## config.mk

```make
export PLATFORM = sky130hd
export DESIGN_NAME = timer16_core
export DESIGN_NICKNAME = d
export VERILOG_FILES = /design/src/timer16_pkg.sv /design/src/timer16_core.sv /design/src/timer16_prescaler.sv
export VERILOG_INCLUDE_DIRS = /design/src
export SDC_FILE = /design/constraint.sdc
export NUM_CORES = 1
export LEC_CHECK = 0
export BUFFER_PORTS_ARGS = -buffer_cell sky130_fd_sc_hd__buf_4
export CAP_MARGIN = 10
export CORE_ASPECT_RATIO = 1.5
export CORE_MARGIN = 1.5
export CORE_UTILIZATION = 52
export DETAILED_ROUTE_END_ITERATION = 8
export PLACE_DENSITY = 0.69
export SYNTH_ARGS = -nofsm -noshare
export SYNTH_HDL_FRONTEND = slang
export SYNTH_SLANG_ARGS = --single-unit
```

## constraint.sdc

```tcl
create_clock -name clk_in -period 6.4 [get_ports clk_in]
set_clock_uncertainty 0.05 [all_clocks]
set_input_delay 1.6 -clock clk_in [delete_from_list [all_inputs] [get_ports clk_in]]
set_output_delay 1.6 -clock clk_in [all_outputs]
set_load 0.02 [all_outputs]
```

## src/timer16_map.svh

```systemverilog
`ifndef TIMER16_MAP_SVH
`define TIMER16_MAP_SVH
// Register offsets (byte addresses)
`define OFS_CTRL_A      8'ha0
`define OFS_CTRL_B      8'ha1
`define OFS_CTRL_C      8'ha2
`define OFS_COUNT       8'ha4
`define OFS_CAPTURE     8'ha6
`define OFS_CMP_A       8'ha8
`define OFS_CMP_B       8'haa
`define OFS_STATUS      8'hb0
`define OFS_MASK        8'hb1
`define OFS_HIGH        8'h01
// Field positions
`define FLD_ACT_A       7:6
`define FLD_ACT_B       5:4
`define FLD_MODE_LO     1:0
`define BIT_EDGE_SEL    6
`define BIT_COMP_SEL    5
`define FLD_MODE_HI     4:3
`define FLD_CLK_SEL     2:0
`define BIT_FORCE_A     7
`define BIT_FORCE_B     6
`define BIT_ST_OVF      0
`define BIT_ST_MATCH_A  1
`define BIT_ST_MATCH_B  2
`define BIT_ST_CAPTURE  5
`define STATUS_USED     8'h27
// Reset values
`define RST_BYTE        8'h00
`define RST_WORD        16'h0000
// Counter tops
`define TOP_MAX         16'hffff
`define TOP_8BIT        16'h00ff
`define TOP_9BIT        16'h01ff
`define TOP_10BIT       16'h03ff
// Prescaler masks: tick when the masked divider bits are all one
`define DIV_MASK_8      10'h007
`define DIV_MASK_64     10'h03f
`define DIV_MASK_256    10'h0ff
`define DIV_MASK_1024   10'h3ff
`endif

```

## src/timer16_pkg.sv

```systemverilog
package timer16_pkg;
    typedef enum logic [2:0] {
        CS_STOP     = 3'h0,
        CS_DIV1     = 3'h1,
        CS_DIV8     = 3'h2,
        CS_DIV64    = 3'h3,
        CS_DIV256   = 3'h4,
        CS_DIV1024  = 3'h5,
        CS_EXT_FALL = 3'h6,
        CS_EXT_RISE = 3'h7
    } clk_sel_e;
    typedef enum logic [1:0] {
        ACT_NONE   = 2'h0,
        ACT_TOGGLE = 2'h1,
        ACT_CLEAR  = 2'h2,
        ACT_SET    = 2'h3
    } cmp_action_e;
    typedef logic [3:0] wave_mode_t;
endpackage : timer16_pkg

```

## src/timer16_core.sv

```systemverilog
// Design decision made here: the plain strobed port.
`timescale 1ns/1ps
`include "timer16_map.svh"
// Operation
// - Select 110 counts falling external pin edges, 111 counts rising ones.
// - Force bits act only while the waveform mode is a non-PWM mode.
// - Writing one to a force bit forces a match; output follows its action.
// - A forced match raises no interrupt and never clears the counter.
// - Force bits always read back as zero.
// - Each 16-bit register is a byte pair, high byte at base plus one.
// - One shared 8-bit high-byte latch makes both bytes move together.
// - A counter write suppresses every compare match on the next timer tick.
// - A capture event loads the capture register with the counter value.
// - The capture register can serve as counter top in modes selecting it.
// - Compare registers are continuously compared; a match flags and drives output.
// - Clock select zero stops the counter.
// - While capture is top, the capture input is ignored.
module timer16_core
    import timer16_pkg::*;
#(
    parameter int CNT_WIDTH = 16
) (
    // Clock and reset
    input  wire logic       clk_in,
    input  wire logic       reset_n_in,
    // Register port
    input  wire logic [7:0] addr_in,
    input  wire logic [7:0] wdata_in,
    input  wire logic       wr_in,
    input  wire logic       rd_in,
    output logic      [7:0] rdata_out,
    // Timer pins
    input  wire logic       external_count_pin_in,
    input  wire logic       capture_input_pin_in,
    input  wire logic       analog_comp_in,
    output logic            waveform_out_a,
    output logic            waveform_out_b,
    // Interrupt
    output logic            irq_out
);
    if (CNT_WIDTH != 16) begin : g_chk
        $error("CNT_WIDTH must be 16: two bytes through one 8-bit latch");
    end

    // Byte-pair hit: low byte at base, high byte at base plus one
    function automatic logic hit_lo(input logic [7:0] a, input logic [7:0] base);
        return a == base;
    endfunction : hit_lo

    function automatic logic hit_hi(input logic [7:0] a, input logic [7:0] base);
        return a == (base + `OFS_HIGH);
    endfunction : hit_hi

    // Top value per waveform mode; capture register in 8, 10, 12, 14
    function automatic logic [15:0] top_of(input wave_mode_t m,
                                          input logic [15:0] cmp_a,
                                          input logic [15:0] cap);
        unique case (m)
            4'h1, 4'h5:             return `TOP_8BIT;
            4'h2, 4'h6:             return `TOP_9BIT;
            4'h3, 4'h7:             return `TOP_10BIT;
            4'h4, 4'h9, 4'hb, 4'hf: return cmp_a;
            4'h8, 4'ha, 4'hc, 4'he: return cap;
            default:                return `TOP_MAX;
        endcase
    endfunction : top_of

    // Next level of a waveform output on a match
    function automatic logic act_on(input logic cur, input logic [1:0] act);
        unique case (cmp_action_e'(act))
            ACT_TOGGLE: return !cur;
            ACT_CLEAR:  return 1'b0;
            ACT_SET:    return 1'b1;
            ACT_NONE:   return cur;
        endcase
    endfunction : act_on

    // Registers
    logic [7:0]  ctrl_a_r;
    logic [7:0]  ctrl_b_r;
    logic [15:0] count_r,   count_nxt;
    logic [15:0] capture_r, capture_nxt;
    logic [15:0] cmp_a_r,   cmp_a_nxt;
    logic [15:0] cmp_b_r,   cmp_b_nxt;
    logic [7:0]  temp_r,    temp_nxt;
    logic [7:0]  status_r,  status_nxt;
    logic [7:0]  mask_r;
    logic [7:0]  rdata_nxt;
    logic        block_r;
    logic        cap_prev_r;
    logic        wave_a_r;
    logic        wave_b_r;

    // Decodes
    wire logic        tick;
    wire wave_mode_t  mode      = {ctrl_b_r[`FLD_MODE_HI], ctrl_a_r[`FLD_MODE_LO]};
    wire logic        is_pwm    = !(mode == 4'h0 || mode == 4'h4 ||
                                    mode == 4'hc || mode == 4'hd);
    wire logic [15:0] top_val   = top_of(mode, cmp_a_r, capture_r);
    wire logic        cap_top   = (mode == 4'h8) || (mode == 4'ha) ||
                                  (mode == 4'hc) || (mode == 4'he);
    wire logic        wr_cnt_lo = wr_in && hit_lo(addr_in, `OFS_COUNT);
    wire logic        wr_cap_lo = wr_in && hit_lo(addr_in, `OFS_CAPTURE);
    wire logic        wr_a_lo   = wr_in && hit_lo(addr_in, `OFS_CMP_A);
    wire logic        wr_b_lo   = wr_in && hit_lo(addr_in, `OFS_CMP_B);
    wire logic        wr_any_hi = wr_in && (hit_hi(addr_in, `OFS_COUNT) ||
                                  hit_hi(addr_in, `OFS_CAPTURE) ||
                                  hit_hi(addr_in, `OFS_CMP_A) ||
                                  hit_hi(addr_in, `OFS_CMP_B));
    wire logic        wr_ctrl_c = wr_in && (addr_in == `OFS_CTRL_C);
    wire logic [15:0] wr_word   = {temp_r, wdata_in};

    // Force strobes only in non-PWM modes; they never touch the flags
    wire logic force_a = wr_ctrl_c && wdata_in[`BIT_FORCE_A] && !is_pwm;
    wire logic force_b = wr_ctrl_c && wdata_in[`BIT_FORCE_B] && !is_pwm;

    // Real compare matches, removed on the tick after a counter write
    wire logic at_top  = (count_r == top_val);
    wire logic match_a = tick && !block_r && (count_r == cmp_a_r);
    wire logic match_b = tick && !block_r && (count_r == cmp_b_r);

    // Capture source and edge; pin is cut off while capture is top
    wire logic cap_src  = ctrl_b_r[`BIT_COMP_SEL] ? analog_comp_in
                                                  : capture_input_pin_in;
    wire logic cap_edge = ctrl_b_r[`BIT_EDGE_SEL] ? (cap_src && !cap_prev_r)
                                                  : (!cap_src && cap_prev_r);
    wire logic cap_ev   = cap_edge && !cap_top;

    // Timer clock enable from the divider or the external pin
    timer16_prescaler #(
        .DIV_WIDTH (10)
    ) u_prescaler (
        .clk_in                 (clk_in),
        .reset_n_in             (reset_n_in),
        .clock_source_select_in (clk_sel_e'(ctrl_b_r[`FLD_CLK_SEL])),
        .external_count_pin_in  (external_count_pin_in),
        .tick_out               (tick)
    );

    // Counter: a CPU write wins over the tick, wrap at the mode's top
    assign count_nxt = wr_cnt_lo   ? wr_word :
                       !tick       ? count_r :
                       at_top      ? `RST_WORD :
                                     count_r + 16'h0001;

    // Capture: a pin event wins over a CPU write
    assign capture_nxt = cap_ev    ? count_r :
                         wr_cap_lo ? wr_word : capture_r;
    assign cmp_a_nxt   = wr_a_lo   ? wr_word : cmp_a_r;
    assign cmp_b_nxt   = wr_b_lo   ? wr_word : cmp_b_r;

    // Shared latch: high writes park here, low reads fill it
    assign temp_nxt = wr_any_hi ? wdata_in :
                      !rd_in    ? temp_r :
                      hit_lo(addr_in, `OFS_COUNT)   ? count_r[15:8] :
                      hit_lo(addr_in, `OFS_CAPTURE) ? capture_r[15:8] :
                      hit_lo(addr_in, `OFS_CMP_A)   ? cmp_a_r[15:8] :
                      hit_lo(addr_in, `OFS_CMP_B)   ? cmp_b_r[15:8] : temp_r;

    // Status: hardware set wins over a write-one clear in the same cycle
    wire logic [7:0] st_set = {2'b00, cap_ev, 2'b00, match_b, match_a,
                               tick && at_top};
    wire logic [7:0] st_clr = (wr_in && addr_in == `OFS_STATUS) ? wdata_in : 8'h00;
    assign status_nxt = ((status_r & ~st_clr) | st_set) & `STATUS_USED;

    // Read mux; force bits and unused status and mask bits read as zero
    assign rdata_nxt =
        !rd_in                            ? 8'h00 :
        (addr_in == `OFS_CTRL_A)          ? ctrl_a_r :
        (addr_in == `OFS_CTRL_B)          ? ctrl_b_r :
        (addr_in == `OFS_CTRL_C)          ? 8'h00 :
        (addr_in == `OFS_STATUS)          ? status_r :
        (addr_in == `OFS_MASK)            ? mask_r :
        hit_lo(addr_in, `OFS_COUNT)       ? count_r[7:0] :
        hit_lo(addr_in, `OFS_CAPTURE)     ? capture_r[7:0] :
        hit_lo(addr_in, `OFS_CMP_A)       ? cmp_a_r[7:0] :
        hit_lo(addr_in, `OFS_CMP_B)       ? cmp_b_r[7:0] :
        (hit_hi(addr_in, `OFS_COUNT) || hit_hi(addr_in, `OFS_CAPTURE) ||
         hit_hi(addr_in, `OFS_CMP_A) || hit_hi(addr_in, `OFS_CMP_B)) ? temp_r :
        8'h00;

    // 16-bit values and the latch
    always_ff @(posedge clk_in or negedge reset_n_in) begin
        if (!reset_n_in) begin
            count_r   <= `RST_WORD;
            capture_r <= `RST_WORD;
            cmp_a_r   <= `RST_WORD;
            cmp_b_r   <= `RST_WORD;
            temp_r    <= `RST_BYTE;
        end else begin
            count_r   <= count_nxt;
            capture_r <= capture_nxt;
            cmp_a_r   <= cmp_a_nxt;
            cmp_b_r   <= cmp_b_nxt;
            temp_r    <= temp_nxt;
        end
    end

    // Control, mask, status and read data
    always_ff @(posedge clk_in or negedge reset_n_in) begin
        if (!reset_n_in) begin
            ctrl_a_r  <= `RST_BYTE;
            ctrl_b_r  <= `RST_BYTE;
            mask_r    <= `RST_BYTE;
            status_r  <= `RST_BYTE;
            rdata_out <= `RST_BYTE;
        end else begin
            if (wr_in && addr_in == `OFS_CTRL_A) ctrl_a_r <= wdata_in;
            if (wr_in && addr_in == `OFS_CTRL_B) ctrl_b_r <= wdata_in;
            if (wr_in && addr_in == `OFS_MASK) mask_r <= wdata_in & `STATUS_USED;
            status_r  <= status_nxt;
            rdata_out <= rdata_nxt;
        end
    end

    // Match blocking: armed by a counter write, spent on the next tick
    always_ff @(posedge clk_in or negedge reset_n_in) begin
        if (!reset_n_in) begin
            block_r <= 1'b0;
        end else if (wr_cnt_lo) begin
            block_r <= 1'b1;
        end else if (tick) begin
            block_r <= 1'b0;
        end
    end

    // Capture edge history; held through reset at a fixed level
    always_ff @(posedge clk_in or negedge reset_n_in) begin
        if (!reset_n_in) begin
            cap_prev_r <= 1'b0;
        end else begin
            cap_prev_r <= cap_src;
        end
    end

    // Waveform outputs move on real or forced matches per their action
    always_ff @(posedge clk_in or negedge reset_n_in) begin
        if (!reset_n_in) begin
            wave_a_r <= 1'b0;
            wave_b_r <= 1'b0;
        end else begin
            if (match_a || force_a) wave_a_r <= act_on(wave_a_r, ctrl_a_r[`FLD_ACT_A]);
            if (match_b || force_b) wave_b_r <= act_on(wave_b_r, ctrl_a_r[`FLD_ACT_B]);
        end
    end

    assign waveform_out_a = wave_a_r;
    assign waveform_out_b = wave_b_r;
    // Level interrupt while any unmasked flag stands
    assign irq_out = |(status_r & mask_r);
endmodule : timer16_core

```

## src/timer16_prescaler.sv

```systemverilog
`timescale 1ns/1ps
`include "timer16_map.svh"
module timer16_prescaler
    import timer16_pkg::*;
#(
    parameter int DIV_WIDTH = 10
) (
    // Clock and reset
    input  wire logic     clk_in,
    input  wire logic     reset_n_in,
    // Source select and pin
    input  wire clk_sel_e clock_source_select_in,
    input  wire logic     external_count_pin_in,
    // Timer clock enable
    output logic          tick_out
);
    if (DIV_WIDTH != 10) begin : g_chk
        $error("DIV_WIDTH must be 10 for the /1024 tap");
    end

    logic [DIV_WIDTH-1:0] div_r;
    logic                 ext_prev_r;
    logic [DIV_WIDTH-1:0] div_mask;
    logic                 ext_rise;
    logic                 ext_fall;

    // Free running divider; shared by all prescaled taps
    always_ff @(posedge clk_in or negedge reset_n_in) begin
        if (!reset_n_in) begin
            div_r      <= '0;
            ext_prev_r <= 1'b0;
        end else begin
            div_r      <= div_r + 1'b1;
            ext_prev_r <= external_count_pin_in;
        end
    end

    // Tap and edge selection
    assign div_mask = (clock_source_select_in == CS_DIV8)   ? `DIV_MASK_8 :
                      (clock_source_select_in == CS_DIV64)  ? `DIV_MASK_64 :
                      (clock_source_select_in == CS_DIV256) ? `DIV_MASK_256 :
                                                              `DIV_MASK_1024;
    assign ext_rise = external_count_pin_in && !ext_prev_r;
    assign ext_fall = !external_count_pin_in && ext_prev_r;

    always_comb begin
        unique case (clock_source_select_in)
            CS_STOP:     tick_out = 1'b0;
            CS_DIV1:     tick_out = 1'b1;
            CS_EXT_FALL: tick_out = ext_fall;
            CS_EXT_RISE: tick_out = ext_rise;
            default:     tick_out = ((div_r & div_mask) == div_mask);
        endcase
    end
endmodule : timer16_prescaler

```

Yosys cells after proc, flatten, opt, wreduce, memory -nomap -nowiden
Index checks and enable logic that the tools add are counted.
- $add $sub $neg: 2
- bitwise logic cells: 7
- mux-type cells: 34
- eq/ne operators: 44
- reduce and logical (&&, ||, !) cells: 59
- operators by type and width (cell ; count):
    $mux W8 ; 17
    $eq A8 B8 Y1 const B ; 13
    $mux W16 ; 5
    $pmux W16 S5 ; 1
    $eq A16 B16 Y1 ; 3
    $eq A4 B4 Y1 const B ; 8
    $mux W10 ; 3
    $logic_and A1 B1 Y1 ; 23
    $add A16 B1 Y16 const B ; 1
    $eq A4 B3 Y1 const B ; 4
    $and A6 B6 Y6 ; 2
    $logic_or A1 B1 Y1 ; 11
    $add A10 B1 Y10 const B ; 1
    $and A10 B10 Y10 ; 1
    $eq A10 B10 Y1 ; 1
    $eq A3 B3 Y1 const B ; 3
    $eq A2 B2 Y1 const B ; 4
    $eq A4 B2 Y1 const B ; 2
    $logic_not A1 Y1 ; 8
    $reduce_or A4 Y1 ; 2
    $reduce_or A8 Y1 ; 1
    $eq A3 B2 Y1 const B ; 2
    $mux W6 ; 1
    $not A6 Y6 ; 1
    15 further kinds ; 28
- logic and storage cells: 162
- output and inout port bits: 11
- bits of input ports: 23
- register bits: 119

Depth between registers and ports, before layout
Gate-level depths: netlist of the first run.
- depth in word-level cells: 15
- mapped depth: 11
- depth with buffers taken out: 9

Modules after synthesis
From an unflattened synthesis of the first run, not the netlist that was laid out.
- cell total of the unflattened synthesis: 790
- area, all modules: 7382.1 um2
- modules (own cells, without submodules) (module ; cells an instance ; seq. area each (um2) ; area an instance (um2) ; instances):
    timer16_core ; 742 ; 2702.6 ; 6854.1 ; 1
    timer16_prescaler ; 48 ; 275.3 ; 528.0 ; 1

Worst setup path after synthesis of the first run
No wires, ideal clock.
- kind: input to register
- start point: input addr_in[6]
- end point: register cmp_b_r[10]
- arrival time: 3193 ps
- required time: 6225 ps
- setup time: 125 ps
- stages on the path: 8
- path buffers: 2
- path slack: 3033 ps
- cell sequence: nand4bb_1 buf_2 nor2_1 nand2_1 nor2_1 nand2_1 buf_2 mux2_2
- cells in the longest elaborated chain, start to end: 2
- ends and longest elaborated chain (item ; line ; source):
    start, declared ; timer16_core.sv:27 ; input wire logic [7:0] addr_in,
    $eq A8 B8 Y1 ; timer16_core.sv:47 ; return a == base;
    $logic_and A1 B1 Y1 ; timer16_core.sv:105 ; wire logic wr_b_lo = wr_in && hit_lo(addr_in, `OFS_CMP_B);
    end signal, assigned ; timer16_core.sv:188 ; cmp_b_r <= `RST_WORD;
    end signal, assigned ; timer16_core.sv:194 ; cmp_b_r <= cmp_b_nxt;
    end, declared ; timer16_core.sv:84 ; logic [15:0] cmp_b_r, cmp_b_nxt;
No other way between the ends.
A chain may end at the register's enable or synchronous reset.

Worst setup path after layout of the first run
- start point: input external_count_pin_in
- end point: register count_r[14]
- cells in the longest elaborated chain, start to end: 4
- elaborated cells on any way between the ends: 5
- those cells by class: mux: 1; reduce/logical: 4
- ends and longest elaborated chain (item ; line ; source):
    start, declared ; timer16_core.sv:33 ; input wire logic external_count_pin_in,
    $logic_not A1 Y1 ; timer16_prescaler.sv:44 ; assign ext_fall = !external_count_pin_in && ext_prev_r;
    $logic_and A1 B1 Y1 ; timer16_prescaler.sv:44 ;
    $pmux W1 S4 (*) ; timer16_prescaler.sv:47 ; unique case (clock_source_select_in)
    $reduce_bool A2 Y1 (no source line) (*) ; - ;
    end signal, assigned ; timer16_core.sv:185 ; count_r <= `RST_WORD;
    end signal, assigned ; timer16_core.sv:191 ; count_r <= count_nxt;
    end, declared ; timer16_core.sv:81 ; logic [15:0] count_r, count_nxt;
Every way passes the cells marked *; elsewhere a longest branch is shown, timed or not.

==> flow_metrics.py, run 1 <==
metrics = {
    "clock_network": {
        "numCtsBuffers": 17,
        "cts_tree": "done",
        "cts_buffer_depth": 2,
        "insertion_delay_ns": 0.42,
        "htreeDepth": 4,
        "clockRootBuffer": "clkbuf_16",
        "ctsHoldBuffers": 0,
        "cts-resized-gates": 0,
        "path_clk_slew_ns": 0.06,
        "postCtsSetupBuffers": 0,
        "cts.sinks": 119,
    },
    "critical_path": {
        "slowest_delay_ns": 0.87,
        "cp.arrival_ns": 4.41,
        "cp-start-kind": "input port",
        "path_max_fanout": 27,
        "critPathKind": "input port to flop",
        "crit_chain": "buf_4 > or3b_2 > a21oi_1 > o21ai_1 > nand2_1 > nand2_1 > nor4_2 > nor4_1",
        "worstPathRequired_ns": 6.59,
        "end_kind": "flop",
        "crit_slowest_cell": "nor4_2",
        "crit_path_frequent_cell": "nand2_1",
    },
    "power": {
        "comb_power_share_pct": 11.8,
        "peakVddDrop_v": 0.0001569,
        "powerDensity_nw_per_um2": 254.2,
        "swShare_pct": 30.02,
        "p_int_mw": 1.458,
        "p_leak_nw": 3.681,
        "power.share.sequential_pct": 42.9,
        "clkPwrFrac_pct": 45.3,
        "p_sw_uw": 625.6,
    },
    "run_status": {
        "status": "complete, no violations",
    },
    "synthesis": {
        "yosys-top-cells-count": "119 x dfrtp_1, 77 x nor2_1, 59 x mux2_2",
        "yosysWarnings": 0,
        "syn_avg_cell_area_um2": 9.326,
        "synth_area_leader_cell": "dfrtp_1",
        "yosysMostFrequentCell": "dfrtp_1",
        "synth_area_um2": 7358,
        "synth-seq-cells": 119,
        "synth_enable_flop_cells": 0,
        "netlist_instances": 789,
        "synth_area_leaders": "dfrtp_1 40%, mux2_2 9.0%, xor2_1 4.8%",
        "async_flop_share_pct": 100.0,
        "yosysSeqAreaShare_pct": 40.47,
        "synthDistinctLibCells": 62,
        "synth_nets": 815,
        "synthDominantCellAreaShare_pct": 40.47,
        "synth-main-ff-cell": "dfrtp_1",
    },
    "timing": {
        "max_freq_mhz": 236.7,
        "slew_headroom_pct": 24.66,
        "holdWs_ns": 0.4006,
        "fin_ws_ns": 2.175,
        "rsz0062_at_grt": "false",
        "period_minus_slack_ns": 4.225,
        "slew_violations": 0,
        "fin_setup_tns_ns": 0,
        "tightest_slew_ns": 1.121,
        "finalCritPeriodShare_pct": 66.01,
        "hold_violations": 0,
        "setup_viol_count_final": 0,
    },
    "grt": {
        "grt_overflow": 0,
        "grt_usage_pct": 34.24,
        "grt_max_degree": 81,
        "grt_pass1_vias": 6497,
        "antenna_found_initial": 0,
        "grt_pass1_wl_mm": 37.51,
    },
    "run": {
        "cap_viol_max_count": 0,
    },
    "place": {
        "io_buffers": 33,
        "dpl.cell_count": 938,
        "pre_cts_ws_ns": 1.783,
        "postPlaceCellArea_um2": 7619,
        "dp_hpwl_mm": 17.41,
        "place_congestion": 1.005,
    },
    "floorplanning": {
        "pin_count": 34,
        "dieArea_um2": 14890,
        "start_util_pct": 52.84,
        "dieWidth_um": 100.1,
        "core_um2": 13930,
        "die_h_um": 148.7,
        "rows": 53,
    },
    "drt": {
        "wl_mm": 24.52,
        "route.met2.wl_mm": 12.00,
        "drtPass1Iterations": 5,
        "vias": 6647,
        "vias_per_cell": 6.853,
        "dr.first_iter.drc_count": 618,
        "wl_met3_mm": 1.656,
        "ant_nets": 0,
        "route.detailed.drc": 0,
        "wl_met1_mm": 9.153,
        "post_drt_wl_per_cell_um": 25.27,
        "highest_layer": "met4",
    },
    "layout": {
        "areaGrowthSynthToFinish_pct": 11.41,
        "fin_area_um2": 8198,
        "layout-drive-gt1-share_pct": 17.52,
        "diodes": 0,
        "nets": 818,
        "layoutNonFillerInstCount": 970,
    },
    "hold_path": {
        "holdCritPathClass": "flop to flop",
    },
}
## path summary, 6_finish.rpt
kind / slack [ns] / cells past startpoint / from / end
setup / recovery: 2.18 / 8 / external_count_pin_in / count_r[14]$_DFFE_PN0P_
hold / removal: 0.40 / 1 / u_prescaler.div_r[0]$_DFF_PN0_ / u_prescaler.div_r[0]$_DFF_PN0_
setup reg to reg: 2.55 / 7 / ctrl_b_r[3]$_DFFE_PN0P_ / count_r[14]$_DFFE_PN0P_
hold reg to reg: 0.40 / 1 / u_prescaler.div_r[0]$_DFF_PN0_ / u_prescaler.div_r[0]$_DFF_PN0_
max in group asynchronous: 3.87 / 2 / reset_n_in / capture_r[12]$_DFFE_PN0P_
min in group asynchronous: 1.31 / 1 / reset_n_in / count_r[4]$_DFFE_PN0P_
## stage by stage
step / power [mW] / utilization (%)
5_1_grt: 2.161 / 58.87
6_report: 2.084 / 58.87
3_5_place_dp: 1.145 / 54.71
2_1_floorplan: 1.031 / -
3_3_place_gp: 1.139 / 54.71
4_1_cts: 2.089 / 58.87
## power by group through the flow
stage / Clock, mW / Combinational, mW / Sequential [mW]
after floorplan: 0 / 0.194 / 0.837
after global placement: 0 / 0.238 / 0.901
after detailed placement: 0 / 0.243 / 0.902
after CTS: 0.956 / 0.244 / 0.889
after global routing: 0.992 / 0.271 / 0.897
final: 0.943 / 0.247 / 0.894
## critical path, delay by kind of cell
family	cells	cell delay, ns
buf+inv	1	0.12
simple gates	5	2.29
compound gates	2	0.38
## per-layer routing
| layer | vias up | GRT usage [%] |
|---|---|---|
| met3 | 100 | 6.626 |
| met1 | 3262 | 40.18 |
| met2 | 357 | 56.63 |
| met5 | - | 0 |
| li1 | 2928 | - |
| met4 | 0 | 22.46 |
## sequential cells by signal (all words and copies together) (netlist names)
register,flops
u_prescaler.ext_prev_r,1
capture_r,16
waveform_out_b,1
u_prescaler.div_r,10
rdata_out,8
count_r,16
cmp_a_r,16
ctrl_a_r,8
cmp_b_r,16
status_r,4
mask_r,4
temp_r,8
waveform_out_a,1
block_r,1
ctrl_b_r,8
cap_prev_r,1
## final cells by class
type / count / area (µm²)
Clock buffer: 19 / 442.9
Clock inverter: 13 / 136.4
Fill cell: 1228 / 5728
Inverter: 19 / 71.32
Multi-Input combinational cell: 595 / 4063
Sequential cell: 119 / 2978
Tap cell: 165 / 206.4
Timing Repair Buffer: 40 / 300.3
## cells by family after synthesis
family                   count (synthesis)  synth area share (%)
XOR/XNOR                                48                 5.713
buffers and inverters                   75                 4.370
flip-flops                             119                 40.47
multiplexers                            87                 12.84
AO/OA/AOI/OAI                          195                 17.79
adder cells (fa/ha/maj)                  3                0.5102
AND/OR/NAND/NOR                        262                 18.31
## cell usage in the layout, fill, tap and decap left out, types with 18 or more instances in the layout
| cell | instances |
|---|---|
| dfrtp_1 | 119 |
| nor2_1 | 77 |
| mux2_2 | 59 |
| a21oi_1 | 50 |
| nand2_1 | 44 |
| xor2_1 | 40 |
| buf_4 | 40 |
| mux2i_1 | 28 |
| o21ai_0 | 25 |
| nor3_1 | 25 |
| a22oi_1 | 25 |
| nand3_1 | 18 |
| inv_1 | 18 |
Power figures use the tool's default switching activity.
==> run 2, diff against run 1 <==
PLACE_DENSITY = 0.72   (was 0.69)
clock period = 3.85 ns   (was 6.4 ns; I/O delays follow)
==> run 2 against run 1 <==
First-iteration DRC count rose by 0.49%. Sequential share of layout area fell by 0.57 points. Global-route usage rose by 0.43 points.
==> flow_metrics.py, run 2 (synthesized netlist as in run 1, its figures left out) <==
metrics = {
    "drt": {
        "ant_nets": 0,
        "vias": 6619,
        "route.detailed.drc": 0,
        "dr.first_iter.drc_count": 621,
        "wl_mm": 24.85,
        "vias_per_cell": 6.706,
        "post_drt_wl_per_cell_um": 25.18,
        "drtPass1Iterations": 5,
    },
    "power": {
        "p_int_mw": 2.461,
        "power.share.sequential_pct": 42.3,
        "clkPwrFrac_pct": 45.2,
        "comb_power_share_pct": 12.5,
        "p_sw_mw": 1.034,
        "powerDensity_nw_per_um2": 419.6,
        "peakVddDrop_v": 0.0003406,
        "swShare_pct": 29.57,
        "p_leak_nw": 3.760,
    },
    "clock_network": {
        "numCtsBuffers": 17,
        "cts_tree": "done",
        "path_clk_slew_ns": 0.06,
        "ctsHoldBuffers": 0,
        "cts_buffer_depth": 2,
        "insertion_delay_ns": 0.41,
        "htreeDepth": 4,
        "cts.sinks": 119,
        "cts-resized-gates": 0,
        "postCtsSetupBuffers": 0,
        "clockRootBuffer": "clkbuf_16",
    },
    "run_status": {
        "status": "complete, no violations",
    },
    "place": {
        "dp_hpwl_mm": 18.06,
        "place_congestion": 0.9889,
        "io_buffers": 33,
    },
    "timing": {
        "max_freq_mhz": 332.7,
        "slew_violations": 0,
        "rsz0062_at_grt": "false",
        "finalCritPeriodShare_pct": 78.07,
        "fin_setup_tns_ns": 0,
        "tightest_slew_ns": 0.9104,
        "setup_viol_count_final": 0,
        "holdWs_ns": 0.3987,
        "slew_headroom_pct": 39.02,
        "hold_violations": 0,
        "period_minus_slack_ns": 3.006,
    },
    "grt": {
        "grt_usage_pct": 34.67,
        "grt_busiest_layer": "met2",
        "grt_pass1_vias": 6655,
        "grt_max_degree": 64,
        "met3_usage_pct": 5.827,
        "antenna_found_initial": 0,
        "grt_pass1_wl_mm": 38.23,
        "met1_usage_pct": 40.16,
        "use_met2_pct": 57.62,
        "grt_overflow": 0,
    },
    "run": {
        "cap_viol_max_count": 0,
    },
    "critical_path": {
        "worstPathRequired_ns": 4.09,
        "cp-start-kind": "flop",
        "regToRegSetupSlack_ns": 0.84,
        "cp.arrival_ns": 3.24,
        "path_max_fanout": 20,
        "end_kind": "flop",
        "critPathKind": "flop to flop",
    },
    "floorplanning": {
        "pin_count": 34,
        "dieArea_um2": 14890,
        "core_um2": 13930,
        "rows": 53,
        "die_h_um": 148.7,
        "dieWidth_um": 100.1,
        "start_util_pct": 52.84,
    },
    "hold_path": {
        "holdCritPathClass": "flop to flop",
    },
    "layout": {
        "fillers": 1196,
        "layout-drive-gt1-share_pct": 19.34,
        "nets": 836,
        "diodes": 0,
        "final_cell_mix": "119 x dfrtp_1, 77 x nor2_1, 59 x mux2_2",
        "final_common_cell": "dfrtp_1",
        "areaGrowthSynthToFinish_pct": 13.18,
    },
}
[run 2: cell count changes in the layout (fill, tap and decap cells not counted)]
| cell | previous run | this run |
|---|---|---|
| inv_8 | 2 | 0 |
| clkinv_2 | 1 | 3 |
| clkbuf_8 | 1 | 0 |
| clkinvlp_4 | 0 | 4 |
| buf_4 | 40 | 58 |
| inv_6 | 5 | 4 |
| clkinv_4 | 4 | 1 |
| bufinv_16 | 1 | 2 |
| clkbuf_1 | 1 | 0 |
[run 2: critical path, stage by stage, from the launching register on]
cell	delay, ns
dfrtp_1	0.69
buf_4	0.36
nor2_1	0.07
a31oi_1	0.23
o22ai_1	0.12
a2111oi_0	0.52
o2111ai_1	0.26
nor4_2	0.25
buf_4	0.24
nor3_1	0.08
[run 2: area by class of cell]
| class | instances | area [µm²] | share of cell area, % |
|---|---|---|---|
| multi-input cells | 595 | 4063 | 48.78 |
| flip-flops and latches | 119 | 2978 | 35.76 |
| repair buffers | 58 | 435.4 | 5.228 |
| clock buffers | 17 | 425.4 | 5.108 |
| well taps | 165 | 206.4 | 2.479 |
| clock inverters | 14 | 148.9 | 1.788 |
| inverters | 19 | 71.32 | 0.8564 |
[run 2: per-layer routing]
metal,vias up,part of all wire (%)
met4,0,8.1
met2,325,49
met3,111,6.1
met1,3233,37
li1,2950,-
met5,-,0
[run 2: path summary, 6_finish.rpt]
path | cells past startpoint | to | start
min in group asynchronous | 1 | u_prescaler.div_r[0]$_DFF_PN0_ | reset_n_in
worst min-delay path | 1 | u_prescaler.div_r[0]$_DFF_PN0_ | u_prescaler.div_r[0]$_DFF_PN0_
worst max-delay path | 9 | count_r[10]$_DFFE_PN0P_ | ctrl_a_r[0]$_DFFE_PN0P_
max in group asynchronous | 2 | count_r[9]$_DFFE_PN0P_ | reset_n_in
worst min register to register | 1 | u_prescaler.div_r[0]$_DFF_PN0_ | u_prescaler.div_r[0]$_DFF_PN0_
worst max register to register | 9 | count_r[10]$_DFFE_PN0P_ | ctrl_a_r[0]$_DFFE_PN0P_
[run 2: power groups by stage]
stage	Clock [mW]	Combinational, mW	Sequential [mW]
floorplan	0	0.322	1.39
global placement	0	0.417	1.49
detailed placement	0	0.427	1.50
CTS	1.60	0.430	1.47
global route	1.65	0.478	1.48
finish	1.58	0.435	1.48
[run 2: per-stage QoR]
stage	power (mW)	worst slack (ns)	instance area (µm²)	utilization, %	cells
5_1_grt	3.607	0.5414	8328	59.80	987
3_5_place_dp	1.923	0.6155	7754	55.68	956
6_report	3.495	0.8445	8328	59.80	987
2_1_floorplan	1.714	1.120	7358	-	789
3_3_place_gp	1.910	0.7346	7754	55.68	956
4_1_cts	3.502	0.8689	8328	59.80	987
==> run 3, diff against run 2 <==
ABC_AREA = 1   (was not set)
clock period = 2.5 ns   (was 3.85 ns; I/O delays follow)
==> run 3 against run 2 <==
Sequential power grew 76%. Global-route usage shrank 0.41 points. Worst setup slack lost 0.69 ns. Final cell count grew 18%.
==> flow_metrics.py, run 3 <==
metrics = {
    "timing": {
        "slew_headroom_pct": 63.21,
        "period_minus_slack_ns": 2.341,
        "hold_violations": 0,
        "finalCritPeriodShare_pct": 93.66,
        "holdWs_ns": 0.05269,
        "tightest_slew_ns": 0.5505,
        "fin_setup_tns_ns": 0,
        "setup_viol_count_final": 0,
        "rsz0062_at_grt": "false",
        "max_freq_mhz": 427.1,
        "slew_violations": 0,
    },
    "clock_network": {
        "cts_tree": "done",
        "cts_buffer_depth": 2,
        "clockRootBuffer": "clkbuf_16",
        "insertion_delay_ns": 0.43,
        "cts.sinks": 119,
        "numCtsBuffers": 17,
        "path_clk_slew_ns": 0.06,
        "postCtsSetupBuffers": 0,
        "ctsHoldBuffers": 0,
        "htreeDepth": 4,
    },
    "layout": {
        "areaGrowthSynthToFinish_pct": 17.88,
        "fin_area_um2": 8214,
        "final_cell_mix": "255 x nand2_1, 129 x o21ai_0, 118 x dfrtp_1",
        "nets": 1023,
        "diodes": 0,
        "fillers": 1175,
        "final_common_cell": "nand2_1",
        "layout-drive-gt1-share_pct": 12.48,
        "layoutNonFillerInstCount": 1169,
    },
    "synthesis": {
        "synth_area_um2": 6968,
        "yosysSeqAreaShare_pct": 42.74,
        "synth_enable_flop_cells": 0,
        "synth_area_leader_cell": "dfrtp_1",
        "yosysMostFrequentCell": "nand2_1",
        "synth-seq-cells": 119,
        "yosysWarnings": 0,
        "synthDominantCellAreaShare_pct": 42.74,
        "async_flop_share_pct": 100.0,
        "netlist_instances": 944,
        "synth_nets": 970,
        "yosys-top-cells-count": "255 x nand2_1, 129 x o21ai_0, 119 x dfrtp_1",
        "synth-main-ff-cell": "dfrtp_1",
        "synth_area_leaders": "dfrtp_1 43%, nand2_1 14%, o21ai_0 9.3%",
        "syn_avg_cell_area_um2": 7.381,
        "synthDistinctLibCells": 39,
    },
    "drt": {
        "ant_nets": 0,
        "wl_mm": 23.28,
        "dr.first_iter.drc_count": 739,
        "drtPass1Iterations": 5,
        "vias": 7084,
        "vias_per_cell": 6.060,
        "route.detailed.drc": 0,
        "post_drt_wl_per_cell_um": 19.91,
    },
    "critical_path": {
        "critPathKind": "flop to flop",
        "cp.arrival_ns": 2.60,
        "path_max_fanout": 16,
        "end_kind": "flop",
        "worstPathRequired_ns": 2.76,
        "r2r-end": "count_r[9]$_DFFE_PN0P_",
        "regToRegSetupSlack_ns": 0.16,
        "r2r_cells": 15,
        "cp-start-kind": "flop",
        "r2r_start": "ctrl_a_r[0]$_DFFE_PN0P_",
    },
    "grt": {
        "grt_pass1_vias": 6726,
        "grt_max_degree": 46,
        "grt_usage_pct": 34.27,
        "grt_overflow": 0,
        "grt_pass1_wl_mm": 36.58,
        "antenna_found_initial": 0,
    },
    "place": {
        "dpl.cell_count": 1137,
        "place_congestion": 0.9793,
        "io_buffers": 33,
        "postPlaceCellArea_um2": 7610,
        "dp_hpwl_mm": 16.88,
    },
    "hold_path": {
        "holdCritPathClass": "input port to asynchronous set/reset pin",
    },
    "run_status": {
        "status": "complete, no violations",
    },
    "floorplanning": {
        "die_h_um": 144.8,
        "pin_count": 34,
        "dieArea_um2": 14120,
        "start_util_pct": 53.53,
        "core_um2": 13020,
        "dieWidth_um": 97.52,
        "rows": 51,
    },
    "power": {
        "powerDensity_nw_per_um2": 819.4,
        "p_leak_nw": 3.810,
        "peakVddDrop_v": 0.0004021,
        "p_total_mw": 6.731,
    },
    "run": {
        "cap_viol_max_count": 0,
    },
}
run 3: cell types whose count changed in the layout (fill, tap and decap cells not counted), moves of 23 or more:
cell,delta
nand3_1,+30
mux2i_1,-28
o21ai_0,+104
a22oi_1,-23
inv_1,+62
mux2_2,-59
nand2_1,+211
run 3: logic make-up after synthesis:
logic type      Yosys count  share of synthesized area, %
compound gates          226                         17.83
xor+xnor                 44                         5.531
fa+ha+maj                 3                        0.5388
buf+inv                 127                         7.254
flops                   119                         42.74
simple gates            425                         26.11
run 3: area by class of cell:
cell class | count | area, µm² | share of cell area (%)
Multi-Input combinational cell | 698 | 3501 | 42.62
Sequential cell | 119 | 2979 | 36.27
Timing Repair Buffer | 75 | 625.6 | 7.616
Clock buffer | 18 | 439.2 | 5.347
Inverter | 86 | 322.8 | 3.930
Tap cell | 159 | 198.9 | 2.422
Clock inverter | 14 | 147.6 | 1.797
run 3: report_power, final:
group | switching, mW | leakage [nW] | total [mW] | internal [mW]
clock | 0.965 | 0.287 | 2.46 | 1.50
combinational | 1.03 | 1.96 | 1.66 | 0.632
sequential | 0.435 | 1.56 | 2.61 | 2.17
run 3: worst max path at each step:
stage / start / end
after floorplan: addr_in[6] / count_r[13]$_DFFE_PN0P_
after global placement: addr_in[4] / count_r[11]$_DFFE_PN0P_
after detailed placement: addr_in[4] / count_r[11]$_DFFE_PN0P_
after CTS: ctrl_a_r[0]$_DFFE_PN0P_ / count_r[9]$_DFFE_PN0P_
after global routing: ctrl_a_r[0]$_DFFE_PN0P_ / count_r[9]$_DFFE_PN0P_
final: ctrl_a_r[0]$_DFFE_PN0P_ / count_r[9]$_DFFE_PN0P_
run 3: critical path, cell delays in order (launching register included):
cell      delay, ns
dfrtp_1        0.48
nand2_1        0.12
clkinv_1       0.06
nand2_1        0.07
nand2_2        0.06
buf_4          0.20
nand2_1        0.12
nand3_1        0.10
nand2_1        0.08
nand2_1        0.08
nor2_1         0.19
nand2_1        0.08
nor2_1         0.12
nand2_2        0.14
nand2_2        0.18
o21bai_1       0.09
run 3: what timing repair did:
item | in CTS | in global routing
endpoints found under the hold margin | 0 | 0
endpoints found under the setup margin | 0 | 12
gates resized for setup | 0 | 4
run 3: metal layers:
| layer | routed length, µm | track usage, % | up-vias |
|---|---|---|---|
| met2 | 11180 | 57.16 | 396 |
| li1 | - | - | 3264 |
| met1 | 8398 | 38.19 | 3280 |
| met3 | 1692 | 6.916 | 144 |
| met4 | 2006 | 27.52 | 0 |
| met5 | 0 | 0 | - |
run 3: through the flow:
| step | worst slack [ns] | utilization (%) |
|---|---|---|
| floorplan | 0.3309 | - |
| global placement | 0.05109 | 58.46 |
| detailed placement | 0.06589 | 58.46 |
| CTS | 0.1346 | 62.97 |
| global route | 0.01157 | 63.10 |
| finish | 0.1586 | 63.10 |
